## src/rtl/rbt_params.svh

```systemverilog
`ifndef RBT_PARAMS_SVH
`define RBT_PARAMS_SVH

// Register byte addresses, low twelve bits decoded
`define RBT_ADDR_W 12
`define RBT_ADDR_CTRL 12'h000
`define RBT_ADDR_STAT 12'h004
`define RBT_ADDR_LOG 12'h008

// Control register fields
`define RBT_CTRL_AB_LO 0
`define RBT_CTRL_AB_HI 1
`define RBT_CTRL_BA_LO 2
`define RBT_CTRL_BA_HI 3
`define RBT_CTRL_LOOP 4
`define RBT_CTRL_AOE 5
`define RBT_CTRL_BEN_HI 6
`define RBT_CTRL_BEN_LO 7
`define RBT_CTRL_W 8
`define RBT_CTRL_RST 8'h80

// Status register fields
`define RBT_STAT_AB_LSB 0
`define RBT_STAT_BA_LSB 8
`define RBT_STAT_NEMPTY 16
`define RBT_STAT_OVF 17
`define RBT_STAT_LREADY 18

// Log read word: data in low byte, valid flag on top
`define RBT_LOG_VALID 31

// Pin synchroniser reset value: data low, B lines idle high, strobes low
`define RBT_PIN_W 18
`define RBT_PIN_RST 18'h0ff00

`endif

```

## src/rtl/rbt_pkg.sv

```systemverilog
package rbt_pkg;

  // Logic element kind, Gray coded
  typedef enum logic [1:0] {
    RBT_BUF = 2'b00,
    RBT_FF = 2'b01,
    RBT_LATCH = 2'b11
  } rbt_mode_t;

  // Two select bits to element kind; a high upper bit always means latch
  function automatic rbt_mode_t rbt_decode(input logic hi, input logic lo);
    rbt_mode_t m;
    m = RBT_BUF;
    if (hi) begin
      m = RBT_LATCH;
    end else if (lo) begin
      m = RBT_FF;
    end
    return m;
  endfunction

endpackage

```

## src/rtl/rbt_element.sv

```systemverilog
`timescale 1ns/100ps
module rbt_element
  import rbt_pkg::*;
#(
  parameter int WIDTH = 8
) (
  input wire logic clk,
  input wire logic rstn,
  input wire logic ce,
  input wire rbt_mode_t mode,
  input wire logic strobe,
  input wire logic [WIDTH-1:0] d,
  output logic [WIDTH-1:0] p,
  output logic [WIDTH-1:0] q,
  output logic cap
);

  logic strobe_q;
  logic [WIDTH-1:0] store_q;
  logic rise;
  logic store_en;

  assign rise = strobe & ~strobe_q;
  // Storage follows the mode even while outputs are off
  assign store_en = ((mode == RBT_FF) && rise) || ((mode == RBT_LATCH) && strobe);

  // Strobe history for edge detect
  always_ff @(posedge clk or negedge rstn) begin
    if (!rstn) begin
      strobe_q <= 1'b0;
    end else if (ce) begin
      strobe_q <= strobe;
    end
  end

  // Stored word, taken on rising strobe or while latch is open
  always_ff @(posedge clk or negedge rstn) begin
    if (!rstn) begin
      store_q <= '0;
    end else if (ce && store_en) begin
      store_q <= d;
    end
  end

  // Point before inversion
  always_comb begin
    case (mode)
      RBT_BUF: p = d;
      RBT_FF: p = store_q;
      RBT_LATCH: p = strobe ? d : store_q;
      default: p = store_q;
    endcase
  end

  assign q = ~p;
  assign cap = ce && (mode == RBT_FF) && rise;

endmodule // rbt_element

```

## src/rtl/rbt_fifo.sv

```systemverilog
`timescale 1ns/100ps
module rbt_fifo #(
  parameter int WIDTH = 8,
  parameter int DEPTH = 8
) (
  input wire logic clk,
  input wire logic rstn,
  input wire logic ce,
  input wire logic in_valid,
  output logic in_ready,
  input wire logic [WIDTH-1:0] in_data,
  output logic out_valid,
  input wire logic out_ready,
  output logic [WIDTH-1:0] out_data
);

  localparam int AW = (DEPTH > 1) ? $clog2(DEPTH) : 1;

  logic [WIDTH-1:0] mem_q [DEPTH];
  logic [AW-1:0] wr_q;
  logic [AW-1:0] rd_q;
  logic [AW:0] cnt_q;
  logic push;
  logic pop;

  assign in_ready = (cnt_q != (AW+1)'(DEPTH));
  assign out_valid = (cnt_q != '0);
  assign push = ce && in_valid && in_ready;
  assign pop = ce && out_valid && out_ready;
  assign out_data = mem_q[rd_q];

  // Storage write
  always_ff @(posedge clk) begin
    if (push) begin
      mem_q[wr_q] <= in_data;
    end
  end

  // Pointers wrap at DEPTH, which need not be a power of two
  always_ff @(posedge clk or negedge rstn) begin
    if (!rstn) begin
      wr_q <= '0;
      rd_q <= '0;
      cnt_q <= '0;
    end else begin
      if (push) begin
        wr_q <= (wr_q == AW'(DEPTH - 1)) ? '0 : wr_q + 1'b1;
      end
      if (pop) begin
        rd_q <= (rd_q == AW'(DEPTH - 1)) ? '0 : rd_q + 1'b1;
      end
      if (push && !pop) begin
        cnt_q <= cnt_q + 1'b1;
      end else if (pop && !push) begin
        cnt_q <= cnt_q - 1'b1;
      end
    end
  end

endmodule // rbt_fifo

```

## src/rtl/rbt_transceiver.sv

```systemverilog
`timescale 1ns/100ps
`include "rbt_params.svh"
module rbt_transceiver
  import rbt_pkg::*;
#(
  parameter int WIDTH = 8,
  parameter int LOG_DEPTH = 8
) (
  input wire logic hclk,
  input wire logic hresetn,
  input wire logic hclk_en,
  input wire logic hsel,
  input wire logic [31:0] haddr,
  input wire logic [1:0] htrans,
  input wire logic hwrite,
  input wire logic [2:0] hsize,
  input wire logic [31:0] hwdata,
  input wire logic hready,
  output logic [31:0] hrdata,
  output logic hreadyout,
  output logic hresp,
  input wire logic [WIDTH-1:0] a_side_input_bus,
  output logic [WIDTH-1:0] a_side_output_bus,
  output logic a_side_output_oe,
  input wire logic [WIDTH-1:0] b_line_in,
  output logic [WIDTH-1:0] b_line_out,
  output logic [WIDTH-1:0] b_line_oe,
  input wire logic a_to_b_capture_strobe,
  input wire logic b_to_a_capture_strobe,
  output logic b_to_a_log_ready
);

  // ***************************************************************
  // Declarations
  // ***************************************************************

  localparam int PW = 2 * WIDTH + 2;

  logic [PW-1:0] pin_raw;
  logic [PW-1:0] pin_s1_q;
  logic [PW-1:0] pin_s2_q;
  logic [PW-1:0] pin_s3_q;
  logic [PW-1:0] pin_q;
  logic [WIDTH-1:0] a_in;
  logic [WIDTH-1:0] b_in;
  logic ab_strobe;
  logic ba_strobe;

  logic [`RBT_CTRL_W-1:0] ctrl_q;
  logic [`RBT_CTRL_W-1:0] ctrl_d;
  rbt_mode_t ab_mode;
  rbt_mode_t ba_mode;
  logic loop_sel;
  logic b_enable;

  logic [WIDTH-1:0] ab_p;
  logic [WIDTH-1:0] ab_q;
  logic [WIDTH-1:0] ba_d;
  logic [WIDTH-1:0] ba_p;
  logic [WIDTH-1:0] ba_q;
  logic ab_cap;
  logic ba_cap;

  logic [WIDTH-1:0] a_out_q;
  logic a_oe_q;
  logic [WIDTH-1:0] b_oe_q;

  logic log_in_ready;
  logic log_out_valid;
  logic log_pop;
  logic [WIDTH-1:0] log_data;
  logic ovf_q;
  logic ovf_clr;

  logic acc;
  logic dph_wr_q;
  logic [`RBT_ADDR_W-1:0] dph_addr_q;
  logic wr_now;
  logic ctrl_wr;
  logic [31:0] hrdata_q;
  logic [`RBT_ADDR_W-1:0] a_addr;
  logic [`RBT_CTRL_W-1:0] ctrl_rd;
  logic [31:0] stat_word;
  logic [31:0] log_word;
  logic [WIDTH-1:0] b_pull_d;

  // ***************************************************************
  // Pin synchronisers
  // ***************************************************************

  assign pin_raw = {b_to_a_capture_strobe, a_to_b_capture_strobe, b_line_in, a_side_input_bus};

  // Three stages; the first stage only feeds the second
  always_ff @(posedge hclk or negedge hresetn) begin
    if (!hresetn) begin
      pin_s1_q <= PW'(`RBT_PIN_RST);
      pin_s2_q <= PW'(`RBT_PIN_RST);
      pin_s3_q <= PW'(`RBT_PIN_RST);
    end else if (hclk_en) begin
      pin_s1_q <= pin_raw;
      pin_s2_q <= pin_s1_q;
      pin_s3_q <= pin_s2_q;
    end
  end

  // A bit moves only once the last two stages agree, filtering one-cycle glitches
  genvar gi;
  generate
    for (gi = 0; gi < PW; gi++) begin : g_pin
      always_ff @(posedge hclk or negedge hresetn) begin
        if (!hresetn) begin
          pin_q[gi] <= 1'(`RBT_PIN_RST >> gi);
        end else if (hclk_en && (pin_s2_q[gi] == pin_s3_q[gi])) begin
          pin_q[gi] <= pin_s3_q[gi];
        end
      end
    end
  endgenerate

  // Eight bits in each direction
  assign a_in = pin_q[WIDTH-1:0];
  assign b_in = pin_q[2*WIDTH-1:WIDTH];
  assign ab_strobe = pin_q[2*WIDTH];
  assign ba_strobe = pin_q[2*WIDTH+1];

  // ***************************************************************
  // Mode and enable decode
  // ***************************************************************

  // Shared decoder keeps both directions identical
  assign ab_mode = rbt_decode(ctrl_q[`RBT_CTRL_AB_HI], ctrl_q[`RBT_CTRL_AB_LO]);
  assign ba_mode = rbt_decode(ctrl_q[`RBT_CTRL_BA_HI], ctrl_q[`RBT_CTRL_BA_LO]);
  assign loop_sel = ctrl_q[`RBT_CTRL_LOOP];
  // The B port may pull only with the high enable set and the low enable clear
  assign b_enable = ctrl_q[`RBT_CTRL_BEN_HI] & ~ctrl_q[`RBT_CTRL_BEN_LO];

  // ***************************************************************
  // Logic elements
  // ***************************************************************

  // A to B element, fed from the A input bus
  rbt_element #(
    .WIDTH(WIDTH)
  ) u_ab (
    .clk(hclk),
    .rstn(hresetn),
    .ce(hclk_en),
    .mode(ab_mode),
    .strobe(ab_strobe),
    .d(a_in),
    .p(ab_p),
    .q(ab_q),
    .cap(ab_cap)
  );

  // Return path taps the A-to-B point ahead of its inverter, any mode
  assign ba_d = loop_sel ? ab_p : b_in;

  // B to A element; runs regardless of the A output enable
  rbt_element #(
    .WIDTH(WIDTH)
  ) u_ba (
    .clk(hclk),
    .rstn(hresetn),
    .ce(hclk_en),
    .mode(ba_mode),
    .strobe(ba_strobe),
    .d(ba_d),
    .p(ba_p),
    .q(ba_q),
    .cap(ba_cap)
  );

  // ***************************************************************
  // Output pins
  // ***************************************************************

  // Registered A output and its enable; data keeps tracking while off
  always_ff @(posedge hclk or negedge hresetn) begin
    if (!hresetn) begin
      a_out_q <= '0;
      a_oe_q <= 1'b0;
    end else if (hclk_en) begin
      a_out_q <= ba_q;
      a_oe_q <= ctrl_q[`RBT_CTRL_AOE];
    end
  end

  // Each B line pulls on its own; a released line is left to the far pull-up
  genvar gb;
  generate
    for (gb = 0; gb < WIDTH; gb++) begin : g_bline
      assign b_pull_d[gb] = b_enable & ~ab_q[gb];
    end
  endgenerate

  // Open-collector B, registered so the pins never see a decode glitch
  always_ff @(posedge hclk or negedge hresetn) begin
    if (!hresetn) begin
      b_oe_q <= '0;
    end else if (hclk_en) begin
      b_oe_q <= b_pull_d;
    end
  end

  assign a_side_output_bus = a_out_q;
  assign a_side_output_oe = a_oe_q;
  assign b_line_out = '0;
  assign b_line_oe = b_oe_q;

  // ***************************************************************
  // Capture log
  // ***************************************************************

  // Flip-flop captures on the B-to-A side are queued for software
  rbt_fifo #(
    .WIDTH(WIDTH),
    .DEPTH(LOG_DEPTH)
  ) u_log (
    .clk(hclk),
    .rstn(hresetn),
    .ce(hclk_en),
    .in_valid(ba_cap),
    .in_ready(log_in_ready),
    .in_data(ba_d), // Word being stored now; the point still shows the old one
    .out_valid(log_out_valid),
    .out_ready(log_pop),
    .out_data(log_data)
  );

  assign b_to_a_log_ready = log_in_ready;

  // Lost capture is sticky; a new loss beats a clear in the same cycle
  always_ff @(posedge hclk or negedge hresetn) begin
    if (!hresetn) begin
      ovf_q <= 1'b0;
    end else if (hclk_en) begin
      if (ba_cap && !log_in_ready) begin
        ovf_q <= 1'b1;
      end else if (ovf_clr) begin
        ovf_q <= 1'b0;
      end
    end
  end

  // ***************************************************************
  // Read words
  // ***************************************************************

  // A control write in flight is forwarded so a read right behind it is fresh
  assign ctrl_rd = ctrl_wr ? ctrl_d : ctrl_q;

  // Status assembled apart from the bus; element outputs are live, not sampled
  always_comb begin
    stat_word = '0;
    stat_word[`RBT_STAT_AB_LSB +: WIDTH] = ab_q;
    stat_word[`RBT_STAT_BA_LSB +: WIDTH] = ba_q;
    stat_word[`RBT_STAT_NEMPTY] = log_out_valid;
    stat_word[`RBT_STAT_OVF] = ovf_q;
    stat_word[`RBT_STAT_LREADY] = log_in_ready;
  end

  // Empty log reads zero, so stale storage never leaks out
  always_comb begin
    log_word = '0;
    if (log_out_valid) begin
      log_word[WIDTH-1:0] = log_data;
      log_word[`RBT_LOG_VALID] = 1'b1;
    end
  end

  // ***************************************************************
  // AHB-Lite slave
  // ***************************************************************

  // Zero wait states; the clock enable stalls the bus so no transfer is lost
  assign hreadyout = hclk_en;
  assign hresp = 1'b0;
  assign hrdata = hrdata_q;
  assign acc = hsel && hready && htrans[1] && hclk_en;
  assign a_addr = haddr[`RBT_ADDR_W-1:0];
  assign wr_now = dph_wr_q && hready && hclk_en;
  assign ctrl_wr = wr_now && (dph_addr_q == `RBT_ADDR_CTRL);
  assign ovf_clr = wr_now && (dph_addr_q == `RBT_ADDR_STAT) && hwdata[`RBT_STAT_OVF];
  assign log_pop = acc && !hwrite && (a_addr == `RBT_ADDR_LOG);
  assign ctrl_d = hwdata[`RBT_CTRL_W-1:0];

  // Address phase registers
  always_ff @(posedge hclk or negedge hresetn) begin
    if (!hresetn) begin
      dph_wr_q <= 1'b0;
      dph_addr_q <= '0;
    end else if (hclk_en && hready) begin
      dph_wr_q <= acc && hwrite;
      dph_addr_q <= a_addr;
    end
  end

  // Control register; writes land in the data phase
  always_ff @(posedge hclk or negedge hresetn) begin
    if (!hresetn) begin
      ctrl_q <= `RBT_CTRL_RST;
    end else if (ctrl_wr) begin
      ctrl_q <= ctrl_d;
    end
  end

  // Read data is fetched in the address phase so it comes from a flop;
  // a control write in flight is forwarded to avoid a stale read
  always_ff @(posedge hclk or negedge hresetn) begin
    if (!hresetn) begin
      hrdata_q <= '0;
    end else if (acc && !hwrite) begin
      hrdata_q <= '0;
      if (a_addr == `RBT_ADDR_CTRL) begin
        hrdata_q[`RBT_CTRL_W-1:0] <= ctrl_rd;
      end else if (a_addr == `RBT_ADDR_STAT) begin
        hrdata_q <= stat_word;
      end else if (a_addr == `RBT_ADDR_LOG) begin
        hrdata_q <= log_word;
      end
    end
  end

endmodule // rbt_transceiver

```

## config.mk

```make
export PLATFORM = sky130hd
export DESIGN_NAME = rbt_transceiver
export DESIGN_NICKNAME = d
export VERILOG_FILES = /design/src/rtl/rbt_pkg.sv /design/src/rtl/rbt_element.sv /design/src/rtl/rbt_fifo.sv /design/src/rtl/rbt_transceiver.sv
export VERILOG_INCLUDE_DIRS = /design/src /design/src/rtl
export SDC_FILE = /design/constraint.sdc
export NUM_CORES = 1
export LEC_CHECK = 0
export ABC_AREA = 1
export BUFFER_PORTS_ARGS = -buffer_cell sky130_fd_sc_hd__buf_2
export CAP_MARGIN = 20
export CORE_UTILIZATION = 43
export DETAILED_ROUTE_END_ITERATION = 6
export HOLD_SLACK_MARGIN = 0.12
export PLACE_DENSITY_LB_ADDON = 0.3
export SLEW_MARGIN = 20
export SYNTH_ARGS = -nofsm -noshare
export SYNTH_HDL_FRONTEND = slang
export SYNTH_HIERARCHICAL = 1
export SYNTH_SLANG_ARGS = --single-unit
export TNS_END_PERCENT = 100
```

## constraint.sdc

```tcl
create_clock -name hclk -period 4.45 [get_ports hclk]
set_clock_uncertainty 0.05 [all_clocks]
set_input_delay 0 -clock hclk [delete_from_list [all_inputs] [get_ports hclk]]
set_output_delay 0 -clock hclk [all_outputs]
set_load 0.01 [all_outputs]
```

==> flow_metrics.py <==
metrics = {
    "status": {
        "status": "complete, no violations",
    },
    "min_path": {
        "min_from": "b_line_in[3]",
        "hold_class": "in2reg",
    },
    "final_layout": {
        "num-fill-cells": 2133,
        "multi_input_area_mm2": 0.003795,
        "antenna_cells": 0,
        "final_nets": 1495,
        "drive_above_1_share_pct": 16.03,
        "stdcell_count": 1723,
        "final_common_cell": "nand2_1",
        "seq_area_mm2": 0.005942,
        "layout_common_cells": "474 x nand2_1, 126 x dfrtp_1, 110 x inv_1, 101 x nor2_1, 84 x buf_2",
        "area_growth_syn_to_layout_pct": 20.75,
    },
    "timing": {
        "period_share_pct": 66.06,
        "hold_viol": 0,
        "fin_ws_ns": 1.510,
        "hold_ws_ns": 0.1732,
        "finalSetupTns_ns": 0,
        "setup_viol": 0,
        "max-slew-margin-rel_pct": 28.97,
        "worst_slew_pin_slew_ns": 1.057,
        "max_freq_ghz": 0.3402,
        "rsz0062_at_grt": "no",
        "maxSlewViolCount": 0,
        "min_period_ns": 2.940,
    },
    "cts": {
        "cts-htree-levels": 1,
        "clk_latency_ns": 0.51,
        "post_cts_buffers": 0,
        "clock_path_buffers": 3,
        "cts_root_buf": "clkbuf_16",
        "cts_resized": 0,
        "cts-buffers-inserted": 23,
        "cts.sinks": 223,
        "clk_pin_slew_ns": 0.06,
        "cts_tree": "done",
    },
    "critical_path": {
        "crit_arrival_ns": 3.33,
        "cp.required_ns": 4.84,
        "cp_max_fo": 34,
        "crit_start": "u_log/rd_q[0]",
        "critPathKind": "reg2reg",
        "end_kind": "register",
        "start_kind": "register",
        "rr_startpoint": "u_log/rd_q[0]",
    },
    "global_route": {
        "antenna_found_initial": 0,
        "grt_overflow": 0,
        "grt_start_max_net_pins": 70,
        "grt_pass1_vias": 7731,
        "track_usage_pct": 19.87,
        "grt_pass1_wl_um": 39010,
    },
    "floorplan": {
        "io_pins": 153,
        "std_cell_rows": 56,
        "die-area_mm2": 0.02510,
        "fp.coreArea_mm2": 0.02375,
        "die_x_um": 158.4,
        "start_util_pct": 44.29,
        "die_height_um": 158.4,
    },
    "flow_run": {
        "maxCapViolCount": 0,
    },
    "drt": {
        "viasPerCell": 4.749,
        "drc_errors": 0,
        "vias": 8183,
        "drtAntennaViolNets": 0,
        "drt-initial-drc-count": 485,
        "wire_per_inst_um": 13.87,
        "drt_first_pass_iters": 7,
        "finalWirelength_um": 23900,
    },
    "logic_synthesis": {
        "synth_area_mm2": 0.01052,
        "synthCells": 1225,
        "avgSynthCellArea_um2": 8.588,
        "synth_warnings": 6,
    },
    "power": {
        "p_clk_share_pct": 36.4,
        "power.share.combinational_pct": 14.9,
        "power_leakage_nw": 6.337,
        "vdd_drop_max_mv": 0.3261,
        "power_frac_seq_pct": 48.7,
        "power_per_cell_area_mw_per_mm2": 403.3,
        "intPower_mw": 3.724,
        "swShare_pct": 27.30,
        "power.switching_mw": 1.398,
    },
    "placed_design": {
        "portBuffers": 84,
        "gp_congestion": 0.8331,
        "pre_cts_slack_ns": 1.486,
        "dp_hpwl_um": 15160,
        "dp_cells": 1598,
    },
}
## metrics by stage
stage               instance area (µm²)  power, mW  util (%)
floorplan                         10600      2.973         -
global placement                  11140      3.214     46.89
detailed placement                11140      3.231     46.89
CTS                               12700      5.178     53.46
global route                      12700      5.359     53.48
finish                            12700      5.123     53.48
## area by class of cell
class,count,share of cell area (%)
clock buffer,31,4.846
clock inverter,10,0.8076
inverter,132,3.910
multi-input combinational,828,29.87
sequential,223,46.77
tap,319,3.142
timing repair buffer,180,10.65
## critical path: stages, from the launching register on
cell	delay, ns
dfrtp_1	1.01
buf_4	0.47
nor2_1	0.09
nor2_1	0.09
nand2_1	0.06
nand2_1	0.06
nand2_1	0.05
nand2_1	0.11
nand4_1	0.11
nand2_1	0.10
nand2_1	0.07
nand3_1	0.06
dlygate4sd3_1	0.54
## flip-flops by register name, summed over array words and instances (netlist names), 12 cells and up
signal	flops
hrdata	20
dph_addr_q	12
pin_s1_q	18
pin_s3_q	18
u_log/mem_q	64
pin_s2_q	18
## path summary, 6_finish.rpt
check                               endpoint  slack (ns)  cells after the start
worst max-delay path               hrdata[0]        1.51                     12
worst min-delay path            pin_s1_q[11]        0.17                      4
worst max register to register     hrdata[0]        1.51                     12
worst min register to register  pin_s1_q[10]        0.41                      2
max in group asynchronous            a_in[6]        2.80                      4
min in group asynchronous       pin_s3_q[10]        0.63                      3
## what timing repair did
action	4_1_cts	5_1_grt
hold endpoints to repair	232	0
endpoints found under the setup margin	0	0
hold buffers	84	0
## power groups by stage
stage / logic, mW / clock network, mW / registers [mW]
2_1_floorplan: 0.460 / 0 / 2.51
5_1_grt: 0.864 / 1.98 / 2.52
3_3_place_gp: 0.691 / 0 / 2.52
4_1_cts: 0.772 / 1.91 / 2.49
6_report: 0.763 / 1.87 / 2.49
3_5_place_dp: 0.703 / 0 / 2.53
## layer usage
layer	share of wire (%)	up-vias	wire [µm]	track usage, %
met1	47	3832	11110	27.37
met4	2.0	0	483	5.403
met2	48	170	11390	33.17
met3	3.8	29	907	2.368
met5	0	-	0	0
li1	-	4152	-	-
Power figures use the tool's default switching activity.
